===== src/common/isc_pkg.sv =====
// Shared constants and types for the I2C clock generator and interrupt block
package isc_pkg;

  ////////////////////////////////////////////////////////////////////////////
  // Register byte offsets (AHB-Lite, one aligned word each)
  localparam logic [7:0] OFF_CTRL = 8'h00;   // Control: run, master, filter, DMA
  localparam logic [7:0] OFF_HIGH = 8'h04;   // High period setting
  localparam logic [7:0] OFF_LOW = 8'h08;    // Low period setting
  localparam logic [7:0] OFF_STAT = 8'h0c;   // Sticky event status, read only
  localparam logic [7:0] OFF_IEN = 8'h10;    // Interrupt enable
  localparam logic [7:0] OFF_ICLR = 8'h14;   // Status clear, write only
  localparam logic [7:0] OFF_STATE = 8'h18;  // Live state, read only

  ////////////////////////////////////////////////////////////////////////////
  // Control field positions
  localparam int CTRL_RUN = 0;     // Module released from stop
  localparam int CTRL_MST = 1;     // Master clock generation on
  localparam int CTRL_NFE = 2;     // Noise filter enabled
  localparam int CTRL_NFW = 3;     // Noise width select, 2 bits
  localparam int CTRL_DRX = 5;     // DMA on receive full
  localparam int CTRL_DTX = 6;     // DMA on transmit empty
  localparam int CTRL_W = 7;       // Control register width

  // Status field positions
  localparam int ST_AL = 0;        // Arbitration lost
  localparam int ST_NACK = 1;      // NACK detected
  localparam int ST_TMO = 2;       // Timeout
  localparam int ST_STA = 3;       // Start condition
  localparam int ST_STP = 4;       // Stop condition
  localparam int ST_RXF = 5;       // Receive data full
  localparam int ST_TXE = 6;       // Transmit data empty
  localparam int ST_TEND = 7;      // Transmit end
  localparam int ST_W = 8;         // Status width
  localparam logic [ST_W-1:0] ST_ERR_MASK = 8'h1f;  // Error/event group

  // Pending request indices, highest priority first
  localparam int PND_ERR = 0;
  localparam int PND_RXI = 1;
  localparam int PND_TXI = 2;
  localparam int PND_TEI = 3;
  localparam int PND_W = 4;

  ////////////////////////////////////////////////////////////////////////////
  // Values after reset
  localparam logic [CTRL_W-1:0] CTRL_RST = 7'h00;
  localparam logic [7:0] HIGH_RST = 8'h10;
  localparam logic [7:0] LOW_RST = 8'h10;
  localparam logic [ST_W-1:0] IEN_RST = 8'h00;

  // Filter depth in latch stages
  localparam int NF_STAGES = 4;

  // Clock generator states, Gray along IDLE-LOW-REL-HIGH
  typedef enum logic [1:0] {
    ISC_IDLE = 2'b00,
    ISC_LOW = 2'b01,
    ISC_REL = 2'b11,
    ISC_HIGH = 2'b10
  } isc_state_t;

endpackage


===== src/rtl/isc_noise_filter.sv =====
// Digital noise filter for one bus input
`timescale 1ns/10ps
`default_nettype none
module isc_noise_filter #(
  parameter int STAGES = 4
) (
  input wire logic hclk,
  input wire logic hresetn,
  input wire logic din,
  input wire logic en,
  input wire logic [1:0] width,
  output logic dout
);

  ////////////////////////////////////////////////////////////////////////////
  // Sample history and window mask
  logic [STAGES-1:0] sh_q;     // Newest sample in bit 0
  logic [STAGES-1:0] mask;     // Samples that must agree
  logic dout_q;                // Filtered level
  wire agree_hi = &(sh_q | ~mask);
  wire agree_lo = ~|(sh_q & mask);

  // Window is width+1 samples wide
  genvar i;
  generate
    for (i = 0; i < STAGES; i++) begin : g_mask
      assign mask[i] = (i <= int'(width));
    end
  endgenerate

  ////////////////////////////////////////////////////////////////////////////
  // Shift samples; output moves only on a unanimous window, or follows when bypassed
  always_ff @(posedge hclk or negedge hresetn) begin
    if (!hresetn) begin
      sh_q <= '1;
      dout_q <= 1'b1;
    end else begin
      sh_q <= {sh_q[STAGES-2:0], din};
      dout_q <= !en ? din : agree_hi ? 1'b1 : agree_lo ? 1'b0 : dout_q;
    end
  end

  assign dout = dout_q;

endmodule
`default_nettype wire


===== src/rtl/isc_top.sv =====
// I2C clock generation, clock synchronisation and interrupt block with AHB-Lite registers
// How it works
// - Transfers are timed by the master's clock.
// - High and low counts set rate, duty.
// - High count match clears, drives line low.
// - Low count match clears, releases line.
// - High count starts at sensed rising edge.
// - Low count starts at any falling edge.
// - Master watches line, syncs each bit.
// - Transfer conditions hold clock low automatically.
// - Switchable noise filter with width select.
// - Only receive-full, transmit-empty request DMA.
// - Receive/transmit request during pending flag is stored, replayed.
// - Pending flag clears on controller accept.
// - Group flag clears with module status.
// - Stopped after reset until released.
`timescale 1ns/10ps
`default_nettype none
module isc_top #(
  parameter int CNT_W = 8
) (
  input wire logic hclk,
  input wire logic hresetn,
  input wire logic hsel,
  input wire logic [31:0] haddr,
  input wire logic [1:0] htrans,
  input wire logic hwrite,
  input wire logic [2:0] hsize,
  input wire logic [31:0] hwdata,
  input wire logic hready,
  output logic hreadyout,
  output logic hresp,
  output logic [31:0] hrdata,
  input wire logic scl_i,
  output logic scl_o,
  output logic scl_oe,
  input wire logic sda_i,
  output logic sda_filt,
  input wire logic hold_tx,
  input wire logic hold_nack,
  input wire logic hold_rx,
  input wire logic [isc_pkg::ST_W-1:0] evt,
  input wire logic [isc_pkg::PND_W-1:0] intc_ack,
  output logic [isc_pkg::PND_W-1:0] pend_flag,
  output logic grp_flag,
  output logic [1:0] prio_src,
  output logic prio_valid,
  output logic [1:0] dma_req,
  output logic irq
);

  ////////////////////////////////////////////////////////////////////////////
  // Register state
  logic [isc_pkg::CTRL_W-1:0] ctrl_q;         // Control bits
  logic [CNT_W-1:0] high_q;                   // High period setting
  logic [CNT_W-1:0] low_q;                    // Low period setting
  logic [isc_pkg::ST_W-1:0] stat_q;           // Sticky status
  logic [isc_pkg::ST_W-1:0] stat_d;
  logic [isc_pkg::ST_W-1:0] ien_q;            // Interrupt enable
  logic [31:0] hrdata_q;                      // Registered read data
  logic [7:0] waddr_q;                        // Write data-phase address
  logic wr_q;                                 // Write data phase pending

  // Pending requests and stored requests
  logic [isc_pkg::PND_W-1:0] pend_q;
  logic [isc_pkg::PND_W-1:0] pend_d;
  logic [isc_pkg::PND_W-1:0] store_q;
  logic [isc_pkg::PND_W-1:0] store_d;
  logic [isc_pkg::PND_W-1:0] req_evt;         // One-cycle request per source

  // Clock generator
  isc_pkg::isc_state_t st_q;
  isc_pkg::isc_state_t st_d;
  logic [CNT_W-1:0] cnt_q;
  logic [CNT_W-1:0] cnt_d;
  logic scl_f;                                // Filtered clock line
  logic scl_f_q;                              // Previous filtered level

  ////////////////////////////////////////////////////////////////////////////
  // Bus decode
  wire addr_ph = hsel && htrans[1] && hready;
  wire [7:0] aaddr = haddr[7:0];
  wire wr_ctrl = wr_q && (waddr_q == isc_pkg::OFF_CTRL);
  wire wr_high = wr_q && (waddr_q == isc_pkg::OFF_HIGH);
  wire wr_low = wr_q && (waddr_q == isc_pkg::OFF_LOW);
  wire wr_ien = wr_q && (waddr_q == isc_pkg::OFF_IEN);
  wire wr_iclr = wr_q && (waddr_q == isc_pkg::OFF_ICLR);

  // Read mux; unmapped and write-only offsets read zero
  logic [31:0] rd_mux;
  wire [31:0] state_word = {22'h0, pend_q, store_q[isc_pkg::PND_TXI:isc_pkg::PND_RXI], sda_filt, scl_f, st_q};
  assign rd_mux = (aaddr == isc_pkg::OFF_CTRL) ? 32'(ctrl_q) :
                  (aaddr == isc_pkg::OFF_HIGH) ? 32'(high_q) :
                  (aaddr == isc_pkg::OFF_LOW) ? 32'(low_q) :
                  (aaddr == isc_pkg::OFF_STAT) ? 32'(stat_q) :
                  (aaddr == isc_pkg::OFF_IEN) ? 32'(ien_q) :
                  (aaddr == isc_pkg::OFF_STATE) ? state_word : 32'h0000_0000;

  // Zero-wait slave, always OKAY
  assign hreadyout = 1'b1;
  assign hresp = 1'b0;
  assign hrdata = hrdata_q;

  // Capture address phase; read data registered for the data phase
  always_ff @(posedge hclk or negedge hresetn) begin
    if (!hresetn) begin
      wr_q <= 1'b0;
      waddr_q <= 8'h00;
      hrdata_q <= 32'h0000_0000;
    end else begin
      wr_q <= addr_ph && hwrite;
      waddr_q <= aaddr;
      hrdata_q <= (addr_ph && !hwrite) ? rd_mux : hrdata_q;
    end
  end

  ////////////////////////////////////////////////////////////////////////////
  // Software registers
  // stopped after reset
  always_ff @(posedge hclk or negedge hresetn) begin
    if (!hresetn) begin
      ctrl_q <= isc_pkg::CTRL_RST;
      high_q <= CNT_W'(isc_pkg::HIGH_RST);
      low_q <= CNT_W'(isc_pkg::LOW_RST);
      ien_q <= isc_pkg::IEN_RST;
    end else begin
      if (wr_ctrl) ctrl_q <= hwdata[isc_pkg::CTRL_W-1:0];
      if (wr_high) high_q <= hwdata[CNT_W-1:0];
      if (wr_low) low_q <= hwdata[CNT_W-1:0];
      if (wr_ien) ien_q <= hwdata[isc_pkg::ST_W-1:0];
    end
  end

  wire run = ctrl_q[isc_pkg::CTRL_RUN];
  wire gen_on = run && ctrl_q[isc_pkg::CTRL_MST];

  ////////////////////////////////////////////////////////////////////////////
  // Input filters
  // filter enable separate from width
  isc_noise_filter #(.STAGES(isc_pkg::NF_STAGES)) u_nf_scl (
    .hclk(hclk),
    .hresetn(hresetn),
    .din(scl_i),
    .en(ctrl_q[isc_pkg::CTRL_NFE]),
    .width(ctrl_q[isc_pkg::CTRL_NFW+1:isc_pkg::CTRL_NFW]),
    .dout(scl_f)
  );

  isc_noise_filter #(.STAGES(isc_pkg::NF_STAGES)) u_nf_sda (
    .hclk(hclk),
    .hresetn(hresetn),
    .din(sda_i),
    .en(ctrl_q[isc_pkg::CTRL_NFE]),
    .width(ctrl_q[isc_pkg::CTRL_NFW+1:isc_pkg::CTRL_NFW]),
    .dout(sda_filt)
  );

  ////////////////////////////////////////////////////////////////////////////
  // Line edges and match terms
  // line watched every cycle
  wire scl_rise = scl_f && !scl_f_q;
  wire scl_fall = !scl_f && scl_f_q;
  wire hi_match = (cnt_q == high_q);
  wire lo_match = (cnt_q == low_q);
  wire stretch = hold_tx || hold_nack || hold_rx;
  wire [CNT_W-1:0] cnt_inc = cnt_q + CNT_W'(1);

  // Clock generator next state; line levels, not our drive, time each bit
  // bit timing from line
  always_comb begin
    st_d = st_q;
    cnt_d = cnt_q;
    case (st_q)
      isc_pkg::ISC_IDLE: begin
        cnt_d = '0;
        if (gen_on) st_d = isc_pkg::ISC_LOW;
      end
      isc_pkg::ISC_LOW: begin
        if (scl_fall) begin
          cnt_d = '0;
        end else if (lo_match && !stretch) begin
          cnt_d = '0;
          st_d = isc_pkg::ISC_REL;
        end else if (!lo_match && !scl_f) begin
          cnt_d = cnt_inc;
        end
      end
      isc_pkg::ISC_REL: begin
        if (scl_rise || scl_f) begin
          cnt_d = '0;
          st_d = isc_pkg::ISC_HIGH;
        end
      end
      isc_pkg::ISC_HIGH: begin
        if (scl_fall) begin
          cnt_d = '0;
          st_d = isc_pkg::ISC_LOW;
        end else if (hi_match) begin
          cnt_d = '0;
          st_d = isc_pkg::ISC_LOW;
        end else begin
          cnt_d = cnt_inc;
        end
      end
      default: begin
        st_d = isc_pkg::ISC_IDLE;
        cnt_d = '0;
      end
    endcase
    if (!gen_on) begin
      st_d = isc_pkg::ISC_IDLE;
      cnt_d = '0;
    end
  end

  // Generator registers
  // counters against settings
  always_ff @(posedge hclk or negedge hresetn) begin
    if (!hresetn) begin
      st_q <= isc_pkg::ISC_IDLE;
      cnt_q <= '0;
      scl_f_q <= 1'b1;
    end else begin
      st_q <= st_d;
      cnt_q <= cnt_d;
      scl_f_q <= scl_f;
    end
  end

  // Open-drain: drive low only in LOW, never drive high
  assign scl_o = 1'b0;
  assign scl_oe = (st_q == isc_pkg::ISC_LOW);

  ////////////////////////////////////////////////////////////////////////////
  // Sticky status; set wins over write-one clear
  assign stat_d = (stat_q & ~(wr_iclr ? hwdata[isc_pkg::ST_W-1:0] : '0)) | (run ? evt : '0);
  assign req_evt = run ? {evt[isc_pkg::ST_TEND], evt[isc_pkg::ST_TXE], evt[isc_pkg::ST_RXF],
                          |(evt & isc_pkg::ST_ERR_MASK & ien_q)} : '0;

  // Pending flags: ack clears, event sets, stored request replays once cleared
  // store receive and transmit request while pending
  always_comb begin
    pend_d = req_evt | (pend_q & ~intc_ack) | (store_q & ~pend_q);
    store_d = (store_q & pend_q) | (req_evt & pend_q & ~intc_ack);
    store_d[isc_pkg::PND_ERR] = 1'b0;
    store_d[isc_pkg::PND_TEI] = 1'b0;
  end

  // Status and pending registers
  always_ff @(posedge hclk or negedge hresetn) begin
    if (!hresetn) begin
      stat_q <= '0;
      pend_q <= '0;
      store_q <= '0;
    end else begin
      stat_q <= stat_d;
      pend_q <= pend_d;
      store_q <= store_d;
    end
  end

  assign pend_flag = pend_q;
  assign irq = |(stat_q & ien_q);
  assign grp_flag = |(stat_q & ien_q & isc_pkg::ST_ERR_MASK);

  assign prio_valid = |pend_q;
  assign prio_src = pend_q[isc_pkg::PND_ERR] ? 2'h0 :
                    pend_q[isc_pkg::PND_RXI] ? 2'h1 :
                    pend_q[isc_pkg::PND_TXI] ? 2'h2 : 2'h3;

  // DMA from receive and transmit only
  assign dma_req = {pend_q[isc_pkg::PND_TXI] && ctrl_q[isc_pkg::CTRL_DTX],
                    pend_q[isc_pkg::PND_RXI] && ctrl_q[isc_pkg::CTRL_DRX]};
endmodule
`default_nettype wire


===== config.mk =====
export PLATFORM = sky130hd
export DESIGN_NAME = isc_top
export DESIGN_NICKNAME = d
export VERILOG_FILES = /design/src/common/isc_pkg.sv /design/src/rtl/isc_noise_filter.sv /design/src/rtl/isc_top.sv
export SDC_FILE = /design/constraint.sdc
export NUM_CORES = 1
export LEC_CHECK = 0
export BUFFER_PORTS_ARGS = -buffer_cell sky130_fd_sc_hd__buf_2
export CAP_MARGIN = 20
export CORE_MARGIN = 2
export CORE_UTILIZATION = 46
export DETAILED_ROUTE_END_ITERATION = 10
export PLACE_DENSITY = 0.76
export SLEW_MARGIN = 10
export SYNTH_ARGS = -nofsm -noshare
export SYNTH_HDL_FRONTEND = slang
export SYNTH_SLANG_ARGS = --single-unit

===== constraint.sdc =====
create_clock -name hclk -period 1.9 [get_ports hclk]
set_input_delay 0.095 -clock hclk [delete_from_list [all_inputs] [get_ports hclk]]
set_output_delay 0.095 -clock hclk [all_outputs]
set_load 0.02 [all_outputs]

==> impl_metrics.csv, run 1 <==
group,metric,value,unit
run_status,run_status,"finished with violations",
run_status,failed_checks,"hold timing, setup timing",
sta,final_cycle_share,103.0,%
sta,timing.final.max_slew_violations,0,
clock_tree,clock_path_buffers,2,
die,ios,139,
min_path,timing.hold.worst_path_depth,2,
power_and_ir_drop,power.density_cell_area,684.2,nW/um2
routing,mean_number_of_vias_per_cell,5.713,
setup_path,worst_ep_required_time,2.19,ns
yosys,synth_edf_count,0,
routing,ant_nets,0,
die,die_width,101.0,um
setup_path,worst_setup_path_end_kind,"flip-flop",
yosys,synth.yosys.seq_area_share,49.51,%
die,coreArea,9196,um2
power_and_ir_drop,p_leak,2.530,nW
yosys,synthDistinctLibCells,54,
global_routing,globalRouteTotalUtil,23.32,%
setup_path,critical_path.max_fanout,4,
die,rows,35,
setup_path,critPathArrivalTime,2.25,ns
routing,post-route-drc-count,0,
routing,wl_per_instance,17.88,um
layout,synthToLayoutAreaGrowth,27.92,%
sta,max_freq,511.1,MHz
layout,antenna_cells_inserted,0,
clock_tree,tritoncts.num_buffers,9,
min_path,worst_hold_path_type,"in2reg",
clock_tree,clk_pin_slew,0.08,ns
sta,period_needed,1.956,ns
sta,hold_violations,1,
sta,measured_slew_at_the_worst_slew_check_pin,0.6831,ns
yosys,syn-instance-count,405,
clock_tree,cts-root-buf,"clkbuf_8",
die,start_util,47.07,%
sta,rsz_0062_raised_after_global_routing,"true",
global_routing,grt_antenna_before_repair,0,
yosys,syn-cell-area,4329,um2
die,die_h,101.0,um
layout,final_common_cell,"dfrtp_1",
sta,timing.final.setup_violations,5,
sta,fin_skew,0.01445,ns
layout,drive_above_1_share,37.80,%
routing,vias_after_detailed_routing,3702,
yosys,postSynthRegisterBits,85,
clock_tree,clock_sinks,85,
yosys,yosys_warnings,0,
layout,mostFrequentLayoutCells,"dfrtp_1, buf_2, buf_4, nand2_1, mux2_2",
routing,detail_route.first_pass.iterations,5,
sta,finalWorstSetupSlack,-0.05640,ns
clock_tree,htree_levels,3,
job,drv.max_cap_violation_count,0,
yosys,synth_flop_cell,"dfrtp_1",
setup_path,critical_path_startpoint_category,"flip-flop",
placement,replace_congestion,0.9409,
setup_path,reg2regPathDepth,6,
global_routing,grt_start_max_net_pins,46,
sta,whs,-0.003818,ns
placement,portBuffers,61,
power_and_ir_drop,vdd_ir_drop_max,0.3428,mV
layout,instances_no_fill,648,
global_routing,overflow_after_grt,0,
yosys,syn-mean-instance-area,10.69,um2
power_and_ir_drop,post-layout-total-power,3.789,mW
clock_tree,cts_tree,"done",
global_routing,number_of_global_route_vias_before_repair,3555,
routing,drt_first_iter_violations,231,
placement,placed_cells_incl_taps,608,
clock_tree,clock_insertion_delay_worst_skew,0.37,ns
placement,dp_hpwl,8154,um
die,dieArea,10200,um2
yosys,async_reset_ff_share,100.0,%
routing,totalWireLength,11590,um
layout,final_net_count,627,
global_routing,wire_length_of_the_first_global_routing_pass,18220,um
sta,slew-limit-headroom,54.46,%
setup_path,crit_type,"reg2reg",
==> layout make-up <==
| cell class | instances | area, um2 |
|---|---|---|
| multi-input cells | 295 | 2132 |
| flip-flops and latches | 85 | 2148 |
| clock inverters | 5 | 58.81 |
| well taps | 111 | 138.9 |
| inverters | 16 | 60.06 |
| fillers | 735 | 3659 |
| clock buffers | 11 | 141.4 |
| repair buffers | 125 | 858.3 |
==> stage by stage <==
step	hold slack, ns	cell area (um2)	util [%]	setup WS (ns)	setup TNS, ns
after floorplan	-0.2006	4418	-	0.05261	0
final	-0.003818	5538	60.22	-0.05640	-0.1453
after global placement	0.1242	4949	53.81	-0.002248	-0.002248
after global routing	0.009718	5538	60.22	-0.1219	-0.7589
after CTS	0.0004858	5374	58.44	-0.03817	-0.1202
after detailed placement	0.1282	4949	53.81	-0.05669	-0.1160
==> flip-flops by register name (all words and copies together) (netlist names), 4 cells and up <==
register       cells
waddr_q            8
high_q             8
hrdata            10
stat_q             8
cnt_q              8
low_q              8
ien_q              8
u_nf_sda.sh_q      4
ctrl_q             7
u_nf_scl.sh_q      4
pend_flag          4
==> critical path, stage by stage (launching register included) <==
cell     delay (ns)
dfstp_2        0.57
xnor2_2        0.14
nand4_4        0.16
o21a_1         0.24
or3_4          0.34
or3_1          0.31
a21oi_1        0.13
==> cell usage after synthesis, types with 3 or more instances <==
master | number | share of area (%)
a22o_1 | 9 | 1.8
inv_1 | 16 | 1.4
nor3_1 | 3 | 0.35
nand3_1 | 18 | 2.1
a21o_1 | 3 | 0.52
clkbuf_1 | 4 | 0.35
nand2_1 | 41 | 3.6
o211ai_1 | 3 | 0.52
a21oi_1 | 5 | 0.58
a31oi_1 | 8 | 1.2
mux2_2 | 34 | 8.8
ha_1 | 4 | 1.2
mux2i_1 | 11 | 2.5
dfrtp_1 | 72 | 42
a22oi_1 | 3 | 0.52
nand4_1 | 4 | 0.58
buf_4 | 25 | 4.3
a21boi_0 | 3 | 0.52
o21ai_0 | 23 | 2.7
xnor2_1 | 14 | 2.8
a222oi_1 | 3 | 0.69
o22ai_1 | 13 | 1.9
dfstp_2 | 13 | 7.9
nand2b_1 | 6 | 0.87
nor2_1 | 27 | 2.3
==> power breakdown <==
group,internal (mW),total (mW),switching [mW]
combinational,0.202,0.507,0.305
clock,0.646,1.31,0.664
sequential,1.90,1.97,0.0735
total,2.75,3.79,1.04
==> routing by layer <==
| metal | part of all wire [%] | wire length, um | track usage (%) | up-vias |
|---|---|---|---|---|
| met5 | 0 | 0 | 0 | - |
| met1 | 42 | 4815 | 31.47 | 1845 |
| met2 | 50 | 5817 | 38.72 | 176 |
| met3 | 6.7 | 778 | 4.716 | 20 |
| li1 | - | - | - | 1661 |
| met4 | 1.5 | 176 | 5.821 | 0 |
==> timing repair <==
action                                 4_1_cts  5_1_grt
resized for setup                            4       31
endpoints found under the hold margin       50        0
pin swaps                                    0       16
setup endpoints to repair                    7       22
buffers inserted                             1        3
gates cloned                                 0        0
hold buffers                                20        0
==> cell families after synthesis <==
kind of cell,after synthesis,synth area share [%]
other,2,0.1735
adder cells (fa/ha/maj),4,1.156
AO/OA/AOI/OAI,86,13.56
AND/OR/NAND/NOR,118,13.76
flip-flops,85,49.51
multiplexers,45,11.39
buffers and inverters,48,6.676
XOR/XNOR,17,3.786
==> worst paths after layout <==
| path | to | startpoint | slack [ns] |
|---|---|---|---|
| worst max-delay path | cnt_q[6]$_DFFE_PN0P_ | low_q[4]$_DFFE_PN1P_ | -0.06 |
| worst min-delay path | stat_q[7]$_DFF_PN0_ | evt[7] | -0.004 |
| worst max register to register | cnt_q[6]$_DFFE_PN0P_ | low_q[4]$_DFFE_PN1P_ | -0.06 |
| worst min register to register | u_nf_sda.sh_q[1]$_DFF_PN1_ | u_nf_sda.sh_q[0]$_DFF_PN1_ | 0.38 |
| max in group asynchronous | cnt_q[0]$_DFFE_PN0P_ | hresetn | 0.86 |
| min in group asynchronous | stat_q[7]$_DFF_PN0_ | hresetn | 0.26 |
Power figures use the tool's default switching activity.
==> run 2: changes to the inputs <==
--- a/config.mk
+++ b/config.mk
@@ -11,6 +11,7 @@
 export CORE_UTILIZATION = 46
 export DETAILED_ROUTE_END_ITERATION = 10
 export PLACE_DENSITY = 0.76
+export REMOVE_ABC_BUFFERS = 1
 export SLEW_MARGIN = 10
 export SYNTH_ARGS = -nofsm -noshare
 export SYNTH_HDL_FRONTEND = slang
==> impl_metrics.csv, run 2 (synthesis results as in run 1) <==
group,metric,value,unit
job,drv.max_cap_violation_count,0,
die,rows,35,
sta,slew-limit-headroom,52.82,%
power_and_ir_drop,power_frac_clock,34.4,%
sta,max_freq,521.5,MHz
layout,final_net_count,638,
setup_path,r2r_start,"u_nf_scl.dout$_DFFE_PN1P_",
global_routing,wire_length_of_the_first_global_routing_pass,18960,um
layout,fin_util,61.85,%
clock_tree,clock_path_buffers,2,
layout,synthToLayoutAreaGrowth,31.39,%
power_and_ir_drop,switchingPower,1.080,mW
setup_path,worst-r2r-setup-slack,-0.02,ns
routing,detail_route.first_pass.iterations,5,
die,ios,139,
power_and_ir_drop,share_seq_of_total_power,52.0,%
sta,finalWorstSetupSlack,-0.01759,ns
power_and_ir_drop,switching_share,28.40,%
min_path,hp-start,"intc_ack[1]",
layout,instances_no_fill,659,
global_routing,grt_antenna_before_repair,0,
placement,dp_hpwl,8214,um
sta,rsz_0062_raised_after_global_routing,"true",
routing,totalWireLength,11910,um
routing,drt_first_iter_violations,301,
setup_path,critical_path_startpoint_category,"flip-flop",
routing,ant_nets,0,
routing,mean_number_of_vias_per_cell,5.663,
sta,timing.final.max_slew_violations,0,
power_and_ir_drop,power.density_cell_area,668.4,nW/um2
layout,drive_above_1_share,39.78,%
layout,layout.cell_area.non_filler,5688,um2
layout,antenna_cells_inserted,0,
sta,final_cycle_share,100.9,%
min_path,worst_hold_path_type,"in2reg",
setup_path,critical_path.endpoint,"cnt_q[6]$_DFFE_PN0P_",
die,dieArea,10200,um2
power_and_ir_drop,vdd_ir_drop_max,0.3388,mV
setup_path,crit_type,"reg2reg",
global_routing,overflow_after_grt,0,
run_status,run_status,"finished with violations",
setup_path,worstReg2RegEnd,"cnt_q[6]$_DFFE_PN0P_",
clock_tree,clk_pin_slew,0.09,ns
sta,timing.final.setup_violations,1,
global_routing,grt_start_max_net_pins,86,
placement,detailed_place.area,5011,um2
clock_tree,clock_insertion_delay_worst_skew,0.36,ns
setup_path,reg2regPathDepth,7,
sta,hold_violations,0,
sta,fin_skew,0.01368,ns
die,start_util,47.07,%
layout,final_common_cell,"dfrtp_1",
routing,post-route-drc-count,0,
placement,portBuffers,61,
sta,measured_slew_at_the_worst_slew_check_pin,0.7077,ns
sta,period_needed,1.918,ns
clock_tree,cts_tree,"done",
power_and_ir_drop,p_leak,2.593,nW
placement,place_worst_setup_slack,-0.1310,ns
setup_path,critical_path.max_fanout,4,
layout,mostFrequentLayoutCells,"dfrtp_1, buf_2, buf_4, nand2_1, mux2_2",
layout,max_ffs_per_register,10,
placement,placed_cells_incl_taps,615,
die,die_h,101.0,um
routing,vias_after_detailed_routing,3732,
power_and_ir_drop,p_comb_share,13.6,%
run_status,failed_checks,"setup timing",
clock_tree,cts-root-buf,"clkbuf_8",
setup_path,startpoint,"u_nf_scl.dout$_DFFE_PN1P_",
clock_tree,clock_sinks,85,
placement,replace_congestion,0.9060,
die,die_width,101.0,um
power_and_ir_drop,internal_power,2.722,mW
die,coreArea,9196,um2
routing,wl_per_instance,18.07,um
global_routing,globalRouteTotalUtil,24.18,%
setup_path,worst_ep_required_time,2.19,ns
setup_path,worst_setup_path_end_kind,"flip-flop",
clock_tree,tritoncts.num_buffers,9,
global_routing,number_of_global_route_vias_before_repair,3796,
clock_tree,htree_levels,3,
setup_path,critPathArrivalTime,2.21,ns
==> run 2: per-stage QoR <==
stage | power (mW) | setup TNS, ns | hold WS (ns)
2_1_floorplan | 2.236 | -0.09932 | -0.2006
3_3_place_gp | 2.451 | -0.09661 | 0.1583
3_5_place_dp | 2.467 | -0.2501 | 0.1630
4_1_cts | 3.788 | -0.03654 | 0.003115
5_1_grt | 3.944 | -0.3589 | 0.01358
6_report | 3.802 | -0.01759 | 0.007083
==> run 2: power by group through the flow <==
stage	logic, mW	clock network (mW)	registers (mW)
floorplan	0.214	0	2.02
global placement	0.450	0	2.00
detailed placement	0.461	0	2.01
CTS	0.497	1.32	1.97
global route	0.560	1.40	1.98
finish	0.518	1.31	1.98
==> run 2: how the worst min path moves through the flow <==
stage               depth (start not counted)  slack, ns                      to
floorplan                                   0      -0.20    cnt_q[0]$_DFFE_PN0P_
global placement                            2       0.16    store_q[1]$_DFF_PN0_
detailed placement                          2       0.16    store_q[1]$_DFF_PN0_
CTS                                         3      0.003          wr_q$_DFF_PN0_
global route                                4       0.01    store_q[1]$_DFF_PN0_
finish                                      4      0.007  pend_flag[1]$_DFF_PN0_
==> run 2: final cells by class <==
cell class,count,area (um2)
repair buffers,136,965.9
multi-input cells,295,2180
flip-flops and latches,85,2147
fillers,721,3508
clock buffers,10,127.6
clock inverters,6,68.82
inverters,16,60.06
well taps,111,138.9
==> run 2: routing by layer <==
metal  vias to the layer above  track usage, %  part of all wire, %
met1                      1835           31.07                   42
met3                        38           4.854                  6.0
met4                         0           12.16                  3.3
met5                         -               0                    0
li1                       1680               -                    -
met2                       179           38.97                   49
==> run 2: critical path, stage by stage, from the launching register on <==
cell	delay [ns]
dfstp_2	0.41
buf_6	0.12
nand2b_4	0.16
a32oi_4	0.27
nor4_4	0.07
or3_4	0.37
or3_1	0.31
a21oi_1	0.15
==> run 2: timing repair <==
action | in CTS | in global routing
gates resized for setup | 9 | 37
endpoints found under the hold margin | 95 | 1
setup endpoints to repair | 7 | 39
setup buffers | 1 | 5
pin swaps | 1 | 13
hold buffers | 21 | 1
==> run 3: changes to the inputs <==
--- a/config.mk
+++ b/config.mk
@@ -7,10 +7,12 @@
 export LEC_CHECK = 0
 export BUFFER_PORTS_ARGS = -buffer_cell sky130_fd_sc_hd__buf_2
 export CAP_MARGIN = 20
+export CELL_PAD_IN_SITES_DETAIL_PLACEMENT = 1
+export CELL_PAD_IN_SITES_GLOBAL_PLACEMENT = 2
 export CORE_MARGIN = 2
-export CORE_UTILIZATION = 46
+export CORE_UTILIZATION = 28
 export DETAILED_ROUTE_END_ITERATION = 10
-export PLACE_DENSITY = 0.76
+export PLACE_DENSITY_LB_ADDON = 0.1
 export REMOVE_ABC_BUFFERS = 1
 export SLEW_MARGIN = 10
 export SYNTH_ARGS = -nofsm -noshare
==> impl_metrics.csv, run 3 (synthesis results as in run 1) <==
group,metric,value,unit
layout,synthToLayoutAreaGrowth,38.06,%
placement,placed_cells_incl_taps,703,
global_routing,grt_antenna_before_repair,0,
routing,detail_route.first_pass.iterations,4,
global_routing,number_of_global_route_vias_before_repair,3896,
routing,vias_after_detailed_routing,3665,
placement,replace_congestion,0.7495,
clock_tree,clock_insertion_delay_worst_skew,0.35,ns
sta,timing.final.setup_violations,1,
layout,fin_util,39.46,%
sta,timing.final.max_slew_violations,0,
routing,wl_per_instance,18.89,um
setup_path,worst_ep_required_time,2.17,ns
placement,dp_hpwl,10470,um
die,dieArea,16470,um2
job,drv.max_cap_violation_count,0,
global_routing,wire_length_of_the_first_global_routing_pass,22160,um
sta,timing.setup.tns,-0.08940,ns
global_routing,overflow_after_grt,0,
power_and_ir_drop,post-layout-total-power,4.163,mW
run_status,failed_checks,"setup timing",
clock_tree,clock_sinks,85,
clock_tree,clk_pin_slew,0.07,ns
layout,num-fill-cells,1696,
layout,antenna_cells_inserted,0,
placement,place_worst_setup_slack,-0.2412,ns
setup_path,critPathArrivalTime,2.26,ns
routing,drt_first_iter_violations,158,
min_path,worst_hold_path_type,"in2reg",
layout,final_common_cell,"dfrtp_1",
layout,mostFrequentLayoutCells,"dfrtp_1, buf_2, buf_4, nand2_1, mux2_2",
sta,hold_violations,0,
run_status,run_status,"finished with violations",
sta,period_needed,1.989,ns
clock_tree,htree_levels,3,
die,coreArea,15150,um2
die,die_width,128.3,um
setup_path,critical_path_startpoint_category,"flip-flop",
placement,detailed_place.area,5190,um2
die,die_h,128.3,um
sta,whs,0.01226,ns
sta,finalWorstSetupSlack,-0.08940,ns
sta,fin_skew,0.009524,ns
placement,portBuffers,61,
sta,rsz_0062_raised_after_global_routing,"true",
sta,slew-limit-headroom,57.67,%
routing,ant_nets,0,
power_and_ir_drop,p_leak,2.701,nW
layout,max_ffs_per_register,10,
clock_tree,cts-root-buf,"clkbuf_16",
layout,layout.cell_area.non_filler,5977,um2
setup_path,worst_setup_path_end_kind,"flip-flop",
sta,final_cycle_share,104.7,%
sta,measured_slew_at_the_worst_slew_check_pin,0.6349,ns
clock_tree,cts_tree,"done",
layout,final_net_count,651,
die,ios,139,
global_routing,globalRouteTotalUtil,17.83,%
die,start_util,28.58,%
routing,mean_number_of_vias_per_cell,4.893,
setup_path,crit_type,"reg2reg",
layout,drive_above_1_share,41.89,%
sta,max_freq,502.7,MHz
power_and_ir_drop,power.density_cell_area,696.5,nW/um2
clock_tree,tritoncts.num_buffers,9,
routing,post-route-drc-count,0,
setup_path,critical_path.max_fanout,3,
global_routing,grt_start_max_net_pins,43,
layout,instances_no_fill,749,
routing,totalWireLength,14150,um
die,rows,45,
clock_tree,clock_path_buffers,2,
power_and_ir_drop,vdd_ir_drop_max,0.4239,mV
## run 3: cell types whose count changed in the layout (fill, tap and decap cells not counted), sizes merged
cell and change:
buf +15, bufinv -1, inv -2, clkinvlp +3
dlygate4sd3 -2
## run 3: power by group
part / switching (mW) / internal [mW]
clock: 0.771 / 0.882
sequential: 0.0780 / 1.90
combinational: 0.318 / 0.213
## run 3: path summary, 6_finish.rpt
check	startpoint	end	slack, ns	cells past startpoint
setup / recovery	st_q[1]$_DFFE_PN0P_	cnt_q[6]$_DFFE_PN0P_	-0.09	8
hold / removal	evt[3]	stat_q[3]$_DFF_PN0_	0.01	2
setup reg to reg	st_q[1]$_DFFE_PN0P_	cnt_q[6]$_DFFE_PN0P_	-0.09	8
hold reg to reg	u_nf_sda.sh_q[0]$_DFF_PN1_	u_nf_sda.sh_q[1]$_DFF_PN1_	0.37	0
max in group asynchronous	hresetn	stat_q[1]$_DFF_PN0_	0.94	3
min in group asynchronous	hresetn	waddr_q[6]$_DFF_PN0_	0.29	2
## run 3: critical path: stages, from the launching register on
cell     delay, ns
dfrtp_1       0.42
inv_2         0.08
ha_4          0.18
buf_6         0.12
a32oi_4       0.21
nor4_4        0.08
or3_4         0.34
or3_1         0.32
a21oi_1       0.14
## run 3: layout make-up
class	count	area [um2]	area share [%]
Tap cell	188	235.2	3.936
Multi-Input combinational cell	295	2196	36.74
Clock buffer	10	229.0	3.831
Clock inverter	6	40.04	0.6699
Sequential cell	85	2147	35.92
Timing Repair Buffer	149	1070	17.90
Inverter	16	60.06	1.005
## run 3: timing repair
action	4_1_cts	5_1_grt
resized for setup	18	36
hold buffers	20	0
gates cloned	0	0
buffers inserted	6	7
endpoints found under the hold margin	55	0
endpoints found under the setup margin	9	24
pin swaps	11	18
## run 3: routing by layer
metal / track usage (%) / share of wire [%] / vias to the layer above
met5: 0 / 0 / -
met4: 5.430 / 1.1 / 0
met3: 3.784 / 3.7 / 12
met2: 27.78 / 47 / 77
met1: 24.98 / 49 / 1871
li1: - / - / 1705
